`src/rtl/cpu_status_flags_pkg.sv`:
```
// package: register map, bit positions and carrier types for the condition flag register
package cpu_status_flags_pkg;
  localparam int unsigned DataWidth = 8;
  localparam int unsigned AddrWidth = 4;
  // word-aligned byte addresses on the register bus
  localparam logic [AddrWidth-1:0] FlagsAddr = 4'h0;
  localparam logic [AddrWidth-1:0] AluCtrlAddr = 4'h4;
  // flag register bit positions
  localparam int unsigned SignCompareBit = 7;
  localparam int unsigned CompoundZeroBit = 6;
  localparam int unsigned WatchdogExpiredBit = 5;
  localparam int unsigned PowerDownBit = 4;
  localparam int unsigned SignedRangeBit = 3;
  localparam int unsigned NullResultBit = 2;
  localparam int unsigned NibbleCarryBit = 1;
  localparam int unsigned OutflowBit = 0;
  localparam logic [7:0] WritableMask = 8'h0F;
  localparam logic [7:0] FlagsReset = 8'h00;
  localparam logic [31:0] UnmappedRead = 32'h0000_0000;
  localparam logic [31:0] ZeroWord = 32'h0000_0000;

  // arithmetic result reported by the core ALU in one cycle
  typedef struct packed {
    logic valid;
    logic isSubtract;
    logic isRotate;
    logic [7:0] result;
    logic carryOut;
    logic carryIntoMsb;
    logic nibbleCarry;
    logic czValid;
    logic czValue;
  } alu_flags_s;

  // system events from watchdog and sleep logic
  typedef struct packed {
    logic watchdogTimeout;
    logic watchdogClear;
    logic halt;
  } sys_events_s;
endpackage : cpu_status_flags_pkg

```
`src/rtl/cpu_status_flags.sv`:
```
// module: condition and system-state flag register with an Avalon-MM slave
//
// Implementation choices: the Avalon-MM interface to the registers and the register addresses.
`timescale 1ns/10ps

// How it works
// [RQ1] expired flag cleared by reset, clear, halt
// [RQ2] power-down flag cleared by reset, clear
// [RQ3] halt sets the power-down flag
// [RQ4] signed-range is carry-in xor carry-out of msb
// [RQ5] null-result set when result is zero
// [RQ6] nibble-carry follows low-nibble carry/no-borrow
// [RQ7] sign-compare is signed-range xor result msb
// [RQ8] outflow follows carry, no-borrow, rotate
// [RQ9] watchdog timeout sets expired flag
// [RQ10] software writes keep expired, power-down flags
// [RQ11] bits 7-4 read-only, bits 3-0 writable
module cpu_status_flags (
  input wire logic clk_sys,
  input wire logic sys_rst,
  input wire logic [cpu_status_flags_pkg::AddrWidth-1:0] avs_address,
  input wire logic avs_read,
  input wire logic avs_write,
  input wire logic [31:0] avs_writedata,
  input wire logic [3:0] avs_byteenable,
  output logic [31:0] avs_readdata,
  output logic avs_waitrequest,
  input wire cpu_status_flags_pkg::alu_flags_s aluFlags,
  input wire cpu_status_flags_pkg::sys_events_s sysEvents,
  output logic [7:0] cpu_condition_flags
);
  import cpu_status_flags_pkg::*;

  logic [7:0] flags_q;
  logic signCompare_q;
  logic compoundZero_q;
  logic expired_q;
  logic powerDown_q;
  logic signedRange_q;
  logic nullResult_q;
  logic nibbleCarry_q;
  logic outflow_q;
  logic [31:0] readData_q;
  logic ack_q;
  logic aluHold_q;
  logic busReq;
  logic writeHit;
  logic aluFire;
  logic signedRange;

  // one wait cycle per access, answer on the second edge
  assign busReq = (avs_read | avs_write) & ~ack_q;
  assign avs_waitrequest = (avs_read | avs_write) & ~ack_q;
  assign writeHit = avs_write & ack_q & (avs_address == FlagsAddr) & avs_byteenable[0];
  // software can freeze the alu update for diagnostics
  assign aluFire = aluFlags.valid & ~aluHold_q;
  // [RQ4] overflow from carries
  assign signedRange = aluFlags.carryIntoMsb ^ aluFlags.carryOut;

  always_ff @(posedge clk_sys or posedge sys_rst)
  begin
    if (sys_rst)
      ack_q <= 1'b0;
    else
      ack_q <= busReq;
  end

  always_ff @(posedge clk_sys or posedge sys_rst)
  begin
    if (sys_rst)
      readData_q <= ZeroWord;
    else if (busReq & avs_read)
    begin
      case (avs_address)
        FlagsAddr: readData_q <= {24'h00_0000, flags_q};
        AluCtrlAddr: readData_q <= {31'h0000_0000, aluHold_q};
        default: readData_q <= UnmappedRead;
      endcase
    end
  end
  assign avs_readdata = readData_q;

  always_ff @(posedge clk_sys or posedge sys_rst)
  begin
    if (sys_rst)
      aluHold_q <= 1'b0;
    else if (avs_write & ack_q & (avs_address == AluCtrlAddr) & avs_byteenable[0])
      aluHold_q <= avs_writedata[0];
  end

  // [RQ9] [RQ1] timeout set wins over clear or halt
  always_ff @(posedge clk_sys or posedge sys_rst)
  begin
    if (sys_rst)
      expired_q <= FlagsReset[WatchdogExpiredBit];
    else if (sysEvents.watchdogTimeout)
      expired_q <= 1'b1;
    else if (sysEvents.watchdogClear | sysEvents.halt)
      expired_q <= 1'b0;
  end

  // [RQ3] [RQ2] halt set wins over clear
  always_ff @(posedge clk_sys or posedge sys_rst)
  begin
    if (sys_rst)
      powerDown_q <= FlagsReset[PowerDownBit];
    else if (sysEvents.halt)
      powerDown_q <= 1'b1;
    else if (sysEvents.watchdogClear)
      powerDown_q <= 1'b0;
  end

  // [RQ7] sign compare, read-only
  always_ff @(posedge clk_sys or posedge sys_rst)
  begin
    if (sys_rst)
      signCompare_q <= FlagsReset[SignCompareBit];
    else if (aluFire & ~aluFlags.isRotate)
      signCompare_q <= signedRange ^ aluFlags.result[DataWidth-1];
  end

  // compound zero loads when the alu qualifies it
  always_ff @(posedge clk_sys or posedge sys_rst)
  begin
    if (sys_rst)
      compoundZero_q <= FlagsReset[CompoundZeroBit];
    else if (aluFire & ~aluFlags.isRotate & aluFlags.czValid)
      compoundZero_q <= aluFlags.czValue;
  end

  // [RQ4] [RQ10] signed range, alu wins over write
  always_ff @(posedge clk_sys or posedge sys_rst)
  begin
    if (sys_rst)
      signedRange_q <= FlagsReset[SignedRangeBit];
    else if (aluFire & ~aluFlags.isRotate)
      signedRange_q <= signedRange;
    else if (writeHit)
      signedRange_q <= avs_writedata[SignedRangeBit];
  end

  // [RQ5] [RQ10] null result
  always_ff @(posedge clk_sys or posedge sys_rst)
  begin
    if (sys_rst)
      nullResult_q <= FlagsReset[NullResultBit];
    else if (aluFire & ~aluFlags.isRotate)
      nullResult_q <= (aluFlags.result == 8'h00);
    else if (writeHit)
      nullResult_q <= avs_writedata[NullResultBit];
  end

  // [RQ6] [RQ10] nibble carry, borrow inverted by alu
  always_ff @(posedge clk_sys or posedge sys_rst)
  begin
    if (sys_rst)
      nibbleCarry_q <= FlagsReset[NibbleCarryBit];
    else if (aluFire & ~aluFlags.isRotate)
      nibbleCarry_q <= aluFlags.nibbleCarry;
    else if (writeHit)
      nibbleCarry_q <= avs_writedata[NibbleCarryBit];
  end

  // [RQ8] [RQ10] outflow, rotate included
  always_ff @(posedge clk_sys or posedge sys_rst)
  begin
    if (sys_rst)
      outflow_q <= FlagsReset[OutflowBit];
    else if (aluFire)
      outflow_q <= aluFlags.carryOut;
    else if (writeHit)
      outflow_q <= avs_writedata[OutflowBit];
  end

  // [RQ11] register view, upper nibble has no write path
  assign flags_q = {signCompare_q, compoundZero_q, expired_q, powerDown_q,
                    signedRange_q, nullResult_q, nibbleCarry_q, outflow_q};
  assign cpu_condition_flags = flags_q;

  chk_expired_set: assert property (@(posedge clk_sys) disable iff (sys_rst)
    sysEvents.watchdogTimeout |=> flags_q[WatchdogExpiredBit]) // [RQ9]
    else $error("timeout did not set expired flag");
  chk_expired_clear: assert property (@(posedge clk_sys) disable iff (sys_rst)
    (!sysEvents.watchdogTimeout && (sysEvents.watchdogClear || sysEvents.halt))
      |=> !flags_q[WatchdogExpiredBit]) // [RQ1]
    else $error("expired flag not cleared");
  chk_pdown_clear: assert property (@(posedge clk_sys) disable iff (sys_rst)
    (sysEvents.watchdogClear && !sysEvents.halt) |=> !flags_q[PowerDownBit]) // [RQ2]
    else $error("power-down flag not cleared");
  chk_pdown_set: assert property (@(posedge clk_sys) disable iff (sys_rst)
    sysEvents.halt |=> flags_q[PowerDownBit]) // [RQ3]
    else $error("halt did not set power-down");
  chk_range_flag: assert property (@(posedge clk_sys) disable iff (sys_rst)
    (aluFire && !aluFlags.isRotate) |=>
      flags_q[SignedRangeBit] == $past(aluFlags.carryIntoMsb ^ aluFlags.carryOut)) // [RQ4]
    else $error("signed range flag wrong");
  chk_null_flag: assert property (@(posedge clk_sys) disable iff (sys_rst)
    (aluFire && !aluFlags.isRotate) |=>
      flags_q[NullResultBit] == ($past(aluFlags.result) == 8'h00)) // [RQ5]
    else $error("null result flag wrong");
  chk_nibble_flag: assert property (@(posedge clk_sys) disable iff (sys_rst)
    (aluFire && !aluFlags.isRotate) |=>
      flags_q[NibbleCarryBit] == $past(aluFlags.nibbleCarry)) // [RQ6]
    else $error("nibble carry flag wrong");
  chk_sign_compare: assert property (@(posedge clk_sys) disable iff (sys_rst)
    (aluFire && !aluFlags.isRotate) |=>
      flags_q[SignCompareBit] == (flags_q[SignedRangeBit] ^ $past(aluFlags.result[7]))) // [RQ7]
    else $error("sign compare flag wrong");
  chk_outflow_flag: assert property (@(posedge clk_sys) disable iff (sys_rst)
    aluFire |=> flags_q[OutflowBit] == $past(aluFlags.carryOut)) // [RQ8]
    else $error("outflow flag wrong");
  chk_write_keeps: assert property (@(posedge clk_sys) disable iff (sys_rst)
    (writeHit && !sysEvents.watchdogTimeout && !sysEvents.watchdogClear && !sysEvents.halt)
      |=> $stable(flags_q[7:4]) || ($past(aluFire))) // [RQ10]
    else $error("write changed read-only flags");
  chk_write_low: assert property (@(posedge clk_sys) disable iff (sys_rst)
    (writeHit && !aluFire) |=> flags_q[3:0] == $past(avs_writedata[3:0])) // [RQ11]
    else $error("writable flags not written");

  chk_wait_first: assert property (@(posedge clk_sys) disable iff (sys_rst)
    ((avs_read || avs_write) && !ack_q) |-> avs_waitrequest)
    else $error("first request cycle not stalled");

  chk_wait_second: assert property (@(posedge clk_sys) disable iff (sys_rst)
    ((avs_read || avs_write) && ack_q) |-> !avs_waitrequest)
    else $error("second request cycle still stalled");

  chk_wait_idle: assert property (@(posedge clk_sys) disable iff (sys_rst)
    !(avs_read || avs_write) |-> !avs_waitrequest)
    else $error("waitrequest high without request");

  chk_ack_single: assert property (@(posedge clk_sys) disable iff (sys_rst)
    ack_q |=> !ack_q)
    else $error("acknowledge held two cycles");

  chk_read_flags: assert property (@(posedge clk_sys) disable iff (sys_rst)
    (busReq && avs_read && avs_address == FlagsAddr) |=> // [RQ11]
      avs_readdata == {24'h00_0000, $past(flags_q)})
    else $error("flag read data wrong");

  chk_read_hold: assert property (@(posedge clk_sys) disable iff (sys_rst)
    (busReq && avs_read && avs_address == AluCtrlAddr) |=>
      avs_readdata == {31'h0000_0000, $past(aluHold_q)})
    else $error("hold read data wrong");

  chk_read_unmapped: assert property (@(posedge clk_sys) disable iff (sys_rst)
    (busReq && avs_read && avs_address != FlagsAddr && avs_address != AluCtrlAddr)
      |=> avs_readdata == UnmappedRead)
    else $error("unmapped read not zero");

  chk_readdata_stable: assert property (@(posedge clk_sys) disable iff (sys_rst)
    !(busReq && avs_read) |=> $stable(avs_readdata))
    else $error("read data changed without read");

  chk_hold_write: assert property (@(posedge clk_sys) disable iff (sys_rst)
    (avs_write && ack_q && avs_address == AluCtrlAddr && avs_byteenable[0])
      |=> aluHold_q == $past(avs_writedata[0]))
    else $error("hold bit not written");

  chk_hold_freeze: assert property (@(posedge clk_sys) disable iff (sys_rst)
    (aluFlags.valid && aluHold_q && !writeHit)
      |=> $stable({flags_q[7:6], flags_q[3:0]}))
    else $error("alu update not frozen");

  chk_rotate_keeps: assert property (@(posedge clk_sys) disable iff (sys_rst)
    (aluFire && aluFlags.isRotate) |=> // [RQ8]
      $stable({flags_q[7:6], flags_q[3:1]}))
    else $error("rotate changed other flags");

  chk_cz_load: assert property (@(posedge clk_sys) disable iff (sys_rst)
    (aluFire && !aluFlags.isRotate && aluFlags.czValid)
      |=> flags_q[CompoundZeroBit] == $past(aluFlags.czValue))
    else $error("compound zero not loaded");

  chk_cz_keep: assert property (@(posedge clk_sys) disable iff (sys_rst)
    !(aluFire && !aluFlags.isRotate && aluFlags.czValid)
      |=> $stable(flags_q[CompoundZeroBit]))
    else $error("compound zero changed");

  chk_alu_wins: assert property (@(posedge clk_sys) disable iff (sys_rst)
    (writeHit && aluFire && !aluFlags.isRotate) |=> // [RQ4]
      flags_q[SignedRangeBit] == $past(signedRange))
    else $error("write beat alu update");

  chk_arith_idle: assert property (@(posedge clk_sys) disable iff (sys_rst)
    (!aluFire && !writeHit) |=> $stable({flags_q[7:6], flags_q[3:0]}))
    else $error("arith flags changed while idle");

  chk_sys_idle: assert property (@(posedge clk_sys) disable iff (sys_rst)
    !(sysEvents.watchdogTimeout || sysEvents.watchdogClear || sysEvents.halt) // [RQ10]
      |=> $stable(flags_q[5:4]))
    else $error("system flags changed without event");

  chk_pdown_timeout: assert property (@(posedge clk_sys) disable iff (sys_rst)
    (!sysEvents.halt && !sysEvents.watchdogClear) |=> // [RQ2]
      $stable(flags_q[PowerDownBit]))
    else $error("power-down changed without halt or clear");

endmodule : cpu_status_flags

```
`config.mk`:
```
export PLATFORM = sky130hd
export DESIGN_NAME = cpu_status_flags
export DESIGN_NICKNAME = d
export VERILOG_FILES = /design/src/rtl/cpu_status_flags_pkg.sv /design/src/rtl/cpu_status_flags.sv
export SDC_FILE = /design/constraint.sdc
export NUM_CORES = 1
export LEC_CHECK = 0
export ABC_AREA = 0
export BUFFER_PORTS_ARGS = -buffer_cell sky130_fd_sc_hd__clkbuf_2
export CORE_MARGIN = 8
export CORE_UTILIZATION = 37
export CTS_BUF_LIST = sky130_fd_sc_hd__clkbuf_4
export DETAILED_ROUTE_END_ITERATION = 6
export PLACE_DENSITY = 0.84
export SLEW_MARGIN = 10
export SYNTH_ARGS = -nofsm -noshare
export SYNTH_HDL_FRONTEND = slang
export SYNTH_SLANG_ARGS = --single-unit
```
`constraint.sdc`:
```
create_clock -name clk_sys -period 1.5 [get_ports clk_sys]
set_clock_uncertainty 0.1 [all_clocks]
set_input_delay 0.3 -clock clk_sys [delete_from_list [all_inputs] [get_ports clk_sys]]
set_output_delay 0.3 -clock clk_sys [all_outputs]
set_load 0.03 [all_outputs]
```
==> metrics.csv, run 1 <==
metric;value;unit
ir_worst_vdd;0.0004545;V
io_buffers;47;
r2r-start;aluHold_q;
crit_path_max_fanout;4;
worstPathCellList;nor2_1 > buf_4;
cts_max_level;1;
r2r_setup_slack;0.14;ns
fillers;279;
cts_root_buffer;clkbuf_4;
rsz0062_at_grt;false;
hold_ws;0.08764;ns
leakagePower;0.6964;nW
antenna_found_initial;0;
clock_sinks;18;
routed_wl;2.464;mm
crit_end;avs_waitrequest;
pre_cts_slack;-0.02845;ns
cp.depth;2;
synth.cell_area;1065;sq um
worstHoldStart;sysEvents[2];
synth.mux.area_fraction;4.230;%
grt_max_degree;19;
fin_nets;214;
grt_pass1_vias;954;
synth_top_family_by_area;buffers and inverters;
cp.arrival;1.04;ns
placed_cell_area;1215;sq um
synth.largest_area_cell;dfrtp_1;
syn_inst;103;
drt_iter0_drc;20;
dp_hpwl;2.176;mm
cts_buffers;3;
dieArea;4850;sq um
syn_avg_cell_area;10.34;sq um
wl_per_cell;13.61;um
synth_compound_area_share;14.81;%
synth_top_area_share;42.30;%
clk_pin_slew;0.10;ns
critPathLaunchType;register;
worstPathRequired;1.10;ns
period_needed;1.439;ns
path_delay_family;flip-flops;
min_period_over_period;95.93;%
core_area;2758;sq um
yosysSeqAreaShare;42.30;%
setup_slack;0.06098;ns
holdCritPathClass;in2reg;
worst_setup_path_end_kind;output port;
drive_above_1_share;46.00;%
power.total;1.195;mW
die_w;69.65;um
status;completed;
antenna_cells;0;
post_cts_buffers;0;
boundaryPins;104;
slowest_stage;dfrtp_1;
synth_xor_area_share;1.645;%
ys_ff_latch;18;
hold_viol_final;0;
cts.path.max_buffers;2;
cts_tree;built;
netlist_top_cells_area;dfrtp_1, buf_4, a22o_2;
timing.fmax;0.6949;GHz
drc;0;
clk_latency;0.29;ns
num_vias;817;
finalSetupViolCount;0;
yosysWarnings;0;
worst-setup-path-type;reg2out;
area_delta_synth_final;17.74;%
rows;19;
power-per-cell-area;953.1;nW/um^2
reg2reg_to;nullResult_q;
grt_pass1_wl;4.071;mm
drt_first_pass_iters;4;
track_usage;9.921;%
synth_fa_ha_area_share;0;%
die_height;69.65;um
synthSimpleGateAreaFrac;12.34;%
drv_cap;0;
crit_path_max_incr_delay;0.41;ns
grt.overflow.total;0;
crit_path_start;ack_q;
yosysUniqueCellTypes;21;
final_area;1254;sq um
initial_core_util;38.61;%
path_buf_inv;1;
viasPerCell;4.514;
slew_violations;0;
ant_nets;0;
reg2reg_depth;4;
gp_congestion;0.7527;
timing repair:
item,CTS,global route
hold endpoints to repair,18,0
hold buffers,1,0
gates resized for setup,0,3
endpoints found under the setup margin,0,1
power breakdown:
group | switching (mW) | internal [mW] | total (mW)
registers | 0.0357 | 0.533 | 0.569
logic | 0.268 | 0.121 | 0.389
clock network | 0.141 | 0.0968 | 0.237
routing by layer:
metal  vias up  global-route usage [%]  wire (um)
met4         0                   3.348         14
met3         2                   5.150        274
met2        49                   16.29       1089
met5         -                       0          0
met1       366                   10.72       1086
li1        400                       -          -
how the worst min path moves through the flow:
| stage | endpoint | slack [ns] | cells past startpoint |
|---|---|---|---|
| CTS | expired_q | 0.08 | 2 |
| global placement | avs_readdata[4] | 0.20 | 3 |
| global route | expired_q | 0.09 | 2 |
| finish | expired_q | 0.09 | 2 |
| detailed placement | avs_readdata[4] | 0.21 | 3 |
| floorplan | ack_q | 0.14 | 1 |
worst reg2reg max path, stage by stage, from the launching register on:
cell	delay, ns
dfrtp_1	0.42
nor3b_2	0.34
buf_4	0.21
a31oi_1	0.05
a22oi_1	0.17
stage by stage:
step                      util [%]  cells   TNS, ns
final                        45.46    181         0
after detailed placement     44.06    176  -0.05655
after CTS                    45.37    181         0
after floorplan                  -    126         0
after global placement       44.06    176  -0.02564
after global routing         45.46    181         0
cell usage after synthesis:
| cell type | number |
|---|---|
| a21o_1 | 2 |
| a22o_2 | 7 |
| or4_4 | 1 |
| inv_1 | 3 |
| xnor2_1 | 2 |
| nand2b_1 | 2 |
| conb_1 | 1 |
| and3_1 | 1 |
| nor3_1 | 1 |
| mux2_2 | 4 |
| a31oi_1 | 4 |
| o21ai_0 | 5 |
| buf_4 | 33 |
| nand3_1 | 3 |
| nor4_1 | 3 |
| nor2_8 | 1 |
| nor3b_2 | 1 |
| a22oi_1 | 3 |
| dfrtp_1 | 18 |
| nand2_1 | 4 |
| nor2_1 | 4 |
area by class of cell:
| cell class | count | area (sq um) | share of cell area, % |
|---|---|---|---|
| sequential | 18 | 450.4 | 35.93 |
| timing repair buffer | 53 | 285.3 | 22.75 |
| clock inverter | 1 | 3.754 | 0.2994 |
| tap | 31 | 38.79 | 3.094 |
| clock buffer | 3 | 22.52 | 1.796 |
| inverter | 3 | 11.26 | 0.8982 |
| multi-input combinational | 72 | 441.7 | 35.23 |
placed cells by master (no fill, tap or decap), drive strengths merged:
cell	instances
a21o	2
a22o	7
a22oi	3
a31oi	4
and3	1
buf	6
clkbuf	49
clkinv	1
conb	24
dfrtp	18
dlygate4sd3	1
inv	3
mux2	4
nand2	4
nand2b	2
nand3	3
nor2	5
nor3	1
nor3b	1
nor4	3
o21ai	5
or4	1
xnor2	2
state kept, by name (all words and copies together) (netlist names):
register	count
ack_q	1
nullResult_q	1
aluHold_q	1
signCompare_q	1
compoundZero_q	1
powerDown_q	1
avs_readdata	8
signedRange_q	1
outflow_q	1
expired_q	1
nibbleCarry_q	1
kinds of logic after synthesis:
group	Yosys count
xor gates and xnor gates	2
and+or+nand+nor	21
muxes	4
AOI/OAI and AO/OA	21
buffers and inverters	36
DFF	18
other	1
Power figures use the tool's default switching activity.
==> run 2: changes to the inputs <==
--- a/constraint.sdc
+++ b/constraint.sdc
@@ -4,2 +4,2 @@
 set_output_delay 0.3 -clock clk_sys [all_outputs]
-set_load 0.03 [all_outputs]
+set_load 0.1 [all_outputs]
==> run 2 against run 1 <==
- critical path depth is the same
- utilization grew 10 points
- first-iteration DRC count grew 20%
- combinational power grew 150%
- global-route usage grew 0.54 points
- die area is the same
- largest power group is now combinational cells
- sequential share of layout area shrank 6.5 points
- clock power is essentially flat
- highest routed layer is now met3
- power grew 50%
- register-to-register slack lost 0.03 ns
- sequential cell count is the same
==> metrics.csv, run 2 (synthesized netlist as in run 1, its figures left out) <==
metric;value;unit;change
leakagePower;0.7831;nW;was 0.6964 nW
drc;0;;unchanged
num_vias;832;;was 817
rsz0062_at_grt;false;;unchanged
cts_max_level;1;;unchanged
largest_register_ffs;8;;unchanged
track_usage;10.46;%;was 9.921%
timing.fmax;0.6991;GHz;was 0.6949 GHz
cts.path.max_buffers;2;;unchanged
cp.arrival;1.03;ns;was 1.04 ns
cts_tree;built;;unchanged
dieArea;4850;sq um;unchanged
wl_per_cell;14.39;um;was 13.61 um
period_needed;1.430;ns;was 1.439 ns
drive_above_1_share;47.33;%;was 46.00%
routed_wl;2.605;mm;was 2.464 mm
die_w;69.65;um;unchanged
gp_congestion;0.7656;;was 0.7527
cts_root_buffer;clkbuf_4;;unchanged
finalSetupViolCount;0;;unchanged
core_area;2758;sq um;unchanged
rows;19;;unchanged
worst-setup-path-type;reg2out;;unchanged
fin_util;55.49;%;was 45.46%
initial_core_util;38.61;%;unchanged
slowest_stage;dfrtp_1;;unchanged
dp_hpwl;2.254;mm;was 2.176 mm
grt_pass1_vias;947;;was 954
drv_cap;0;;unchanged
worstPathCellList;nor2_4 > buf_12;;was nor2_1 > buf_4
die_height;69.65;um;unchanged
min_period_over_period;95.36;%;was 95.93%
boundaryPins;104;;unchanged
instances_no_fill;181;;unchanged
fillers;252;;was 279
setup_slack;0.06954;ns;was 0.06098 ns
dp_cells;177;;was 176
drt_iter0_drc;24;;was 20
cts_buffers;3;;unchanged
antenna_cells;0;;unchanged
grt.overflow.total;0;;unchanged
hold_viol_final;0;;unchanged
clk_pin_slew;0.10;ns;about the same
clock_sinks;18;;unchanged
grt_max_degree;19;;unchanged
area_delta_synth_final;43.71;%;was 17.74%
drt_first_pass_iters;4;;unchanged
fin_nets;215;;was 214
crit_path_max_fanout;4;;unchanged
pre_cts_slack;-0.01052;ns;was -0.02845 ns
critPathLaunchType;register;;unchanged
grt_pass1_wl;4.326;mm;was 4.071 mm
holdCritPathClass;in2reg;;unchanged
post_cts_buffers;0;;unchanged
ant_nets;0;;unchanged
slew_violations;0;;unchanged
status;completed;;unchanged
viasPerCell;4.597;;was 4.514
ir_worst_vdd;0.0008244;V;was 0.0004545 V
worst_setup_path_end_kind;output port;;unchanged
antenna_found_initial;0;;unchanged
clk_latency;0.29;ns;about the same
final_common_cell;clkbuf_2;;unchanged
crit_path_max_incr_delay;0.43;ns;was 0.41 ns
worstPathRequired;1.10;ns;about the same
layout_common_cells;clkbuf_2, conb_1, dfrtp_1, buf_12, a22o_2;;was clkbuf_2, conb_1, dfrtp_1
io_buffers;47;;unchanged
power-per-cell-area;1173;nW/um^2;was 953.1 nW/um^2
==> run 2: path summary, 6_finish.rpt <==
path                              start               to  slack (ns)  cells after the start
setup / recovery                  ack_q  avs_waitrequest        0.07                      2
hold / removal             sysEvents[2]        expired_q        0.10                      2
setup reg to reg              aluHold_q    signedRange_q        0.11                      4
hold reg to reg                   ack_q            ack_q        0.41                      1
max in group asynchronous       sys_rst  avs_readdata[4]        0.65                      4
min in group asynchronous       sys_rst  avs_readdata[7]        0.45                      4
==> run 2: area by class of cell <==
cell class	instances	area, sq um	area share [%]
Sequential cell	18	450.4	29.44
Inverter	3	11.26	0.7359
Multi-Input combinational cell	72	449.2	29.35
Clock buffer	3	22.52	1.472
Timing Repair Buffer	54	558.0	36.47
Tap cell	31	38.79	2.535
==> run 2: per-stage QoR <==
step / hold WS (ns) / setup TNS, ns / area, sq um / total power, mW
2_1_floorplan: 0.1386 / 0 / 1159 / 1.363
3_3_place_gp: 0.2083 / 0 / 1498 / 1.562
3_5_place_dp: 0.2116 / -0.01459 / 1498 / 1.573
4_1_cts: 0.09314 / 0 / 1530 / 1.815
5_1_grt: 0.1009 / 0 / 1530 / 1.864
6_report: 0.1022 / 0 / 1530 / 1.794
==> run 2: metal layers <==
| metal | share of wire, % | track usage [%] |
|---|---|---|
| met5 | 0 | 0 |
| met3 | 10 | 5.866 |
| met4 | 0 | 0.6696 |
| met1 | 43 | 11.92 |
| met2 | 47 | 17.42 |
==> run 2: report_power, final <==
part / total (mW) / internal [mW] / switching [mW] / leakage (nW)
combinational: 0.969 / 0.269 / 0.700 / 0.543
sequential: 0.591 / 0.533 / 0.0586 / 0.227
clock: 0.234 / 0.0933 / 0.141 / 0.0138
total: 1.79 / 0.895 / 0.900 / 0.783
==> run 2: critical path, delay by kind of cell (launching register included) <==
family / cells / cell delay (ns)
flops: 1 / 0.43
simple gates: 1 / 0.13
buf+inv: 1 / 0.18
==> run 2: repair_timing <==
item,CTS,global route
hold buffers,1,0
resized for setup,0,0
hold endpoints to repair,18,0
setup endpoints to repair,0,1
==> run 3: changes to the inputs <==
GPL_TIMING_DRIVEN = 0   (was not set)
==> run 3 against run 2 <==
- worst setup slack got worse by 0.021 ns
- highest routed layer unchanged
- utilization increased by 2.0 points
- sequential share of layout area decreased by 1.0 points
- routed wire length rose by 2.3%
- critical path type unchanged
- combinational power increased by 1%
==> metrics.csv, run 3 (synthesized netlist as in run 1, its figures left out) <==
metric;value;unit;change
fin_nets;242;;was 215
power.total;1.793;mW;was 1.794 mW
cts_tree;built;;unchanged
initial_core_util;38.61;%;unchanged
worstPathRequired;1.10;ns;about the same
r2r-start;aluHold_q;;unchanged
drt_first_pass_iters;4;;unchanged
drive_above_1_share;55.06;%;was 47.33%
cts_buffers;3;;unchanged
drc;0;;unchanged
wl_met3;326;um;was 271 um
final_area;1585;sq um;was 1530 sq um
cts_root_buffer;clkbuf_4;;unchanged
grt.overflow.total;0;;unchanged
r2r_setup_slack;0.09;ns;was 0.11 ns
clk_pin_slew;0.10;ns;about the same
fillers;253;;was 252
rsz0062_at_grt;false;;unchanged
layout_common_cells;buf_4, clkbuf_2, conb_1;;was clkbuf_2, conb_1, dfrtp_1, buf_12, a22o_2
final_common_cell;buf_4;;was clkbuf_2
dieArea;4850;sq um;unchanged
num_vias;888;;was 832
timing.fmax;0.6891;GHz;was 0.6991 GHz
pre_cts_slack;-0.09898;ns;was -0.01052 ns
worst_setup_path_end_kind;output port;;unchanged
max_slew_margin;54.99;%;
ant_nets;0;;unchanged
ir_worst_vdd;0.0007932;V;was 0.0008244 V
dp_hpwl;2.251;mm;was 2.254 mm
wl_met1;1.082;mm;was 1.120 mm
die_w;69.65;um;unchanged
tns;0;ns;unchanged
grt_pass1_wl;4.291;mm;was 4.326 mm
grt_pass1_vias;949;;was 947
cts.path.max_buffers;2;;unchanged
boundaryPins;104;;unchanged
core_area;2758;sq um;unchanged
placed_cell_area;1433;sq um;was 1498 sq um
tightest_slew;0.6744;ns;
drv_cap;0;;unchanged
instances_no_fill;209;;was 181
largest_register_ffs;8;;unchanged
track_usage;10.56;%;was 10.46%
dp_cells;204;;was 177
gp_congestion;0.7980;;was 0.7656
met2_length;1.258;mm;was 1.213 mm
maxUsedRoutingLayer;met3;;unchanged
reg2reg_to;compoundZero_q;;was signedRange_q
power-per-cell-area;1131;nW/um^2;was 1173 nW/um^2
rows;19;;unchanged
hold_viol_final;0;;unchanged
wl_per_cell;12.76;um;was 14.39 um
holdCritPathClass;in2reg;;unchanged
crit_end;cpu_condition_flags[3];;was avs_waitrequest
critPathLaunchType;register;;unchanged
antenna_cells;0;;unchanged
finalSetupViolCount;0;;unchanged
fin_util;57.49;%;was 55.49%
io_buffers;47;;unchanged
min_period_over_period;96.75;%;was 95.36%
grt_max_degree;19;;unchanged
hold_ws;0.08777;ns;was 0.1022 ns
reg2reg_depth;3;;was 4
clk_latency;0.29;ns;about the same
routed_wl;2.666;mm;was 2.605 mm
crit_path_max_fanout;3;;was 4
drt_iter0_drc;29;;was 24
area_delta_synth_final;48.88;%;was 43.71%
status;completed;;unchanged
cp.arrival;1.05;ns;was 1.03 ns
die_height;69.65;um;unchanged
antenna_found_initial;0;;unchanged
leakagePower;0.8819;nW;was 0.7831 nW
setup_slack;0.04878;ns;was 0.06954 ns
worst-setup-path-type;reg2out;;unchanged
cts_max_level;1;;unchanged
post_cts_buffers;0;;unchanged
clock_sinks;18;;unchanged
slew_violations;0;;unchanged
crit_path_start;signedRange_q;;was ack_q
viasPerCell;4.249;;was 4.597
period_needed;1.451;ns;was 1.430 ns
-- run 3: metal layers --
layer / GRT usage [%] / vias up
li1: - / 458
met1: 11.62 / 385
met2: 17.01 / 45
met3: 6.152 / 0
met4: 2.679 / 0
met5: 0 / -
-- run 3: what timing repair did --
action / in CTS / in global routing
pin swaps: 0 / 2
endpoints found under the hold margin: 18 / 0
resized for setup: 28 / 0
hold buffers: 1 / 0
setup endpoints to repair: 19 / 2
-- run 3: worst max-delay path: stages (launching register included) --
cell      delay [ns]
dfrtp_1         0.41
buf_4           0.14
clkbuf_8        0.20
-- run 3: worst min path at each step --
stage	startpoint	endpoint	slack (ns)	cells after the start
after floorplan	sys_rst	ack_q	0.14	1
after global placement	sys_rst	avs_readdata[6]	0.30	2
after detailed placement	sys_rst	avs_readdata[3]	0.31	2
after CTS	sysEvents[2]	expired_q	0.08	2
after global routing	sysEvents[2]	expired_q	0.09	2
final	sysEvents[2]	expired_q	0.09	2
-- run 3: final cells by class --
cell class | count | area (sq um) | area share (%)
plain buffers | 33 | 247.7 | 15.63
clock buffers | 3 | 22.52 | 1.421
clock inverters | 1 | 3.754 | 0.2368
inverters | 3 | 11.26 | 0.7103
multi-input cells | 72 | 455.4 | 28.73
flip-flops and latches | 18 | 450.4 | 28.41
well taps | 31 | 38.79 | 2.447
repair buffers | 48 | 355.3 | 22.42
-- run 3: where the power goes --
group          leakage [nW]  internal, mW  total [mW]  switching [mW]
logic                 0.640         0.265       0.979           0.713
clock network        0.0154        0.0967       0.241           0.145
registers             0.227         0.533       0.573          0.0399
total                 0.882         0.895        1.79           0.898
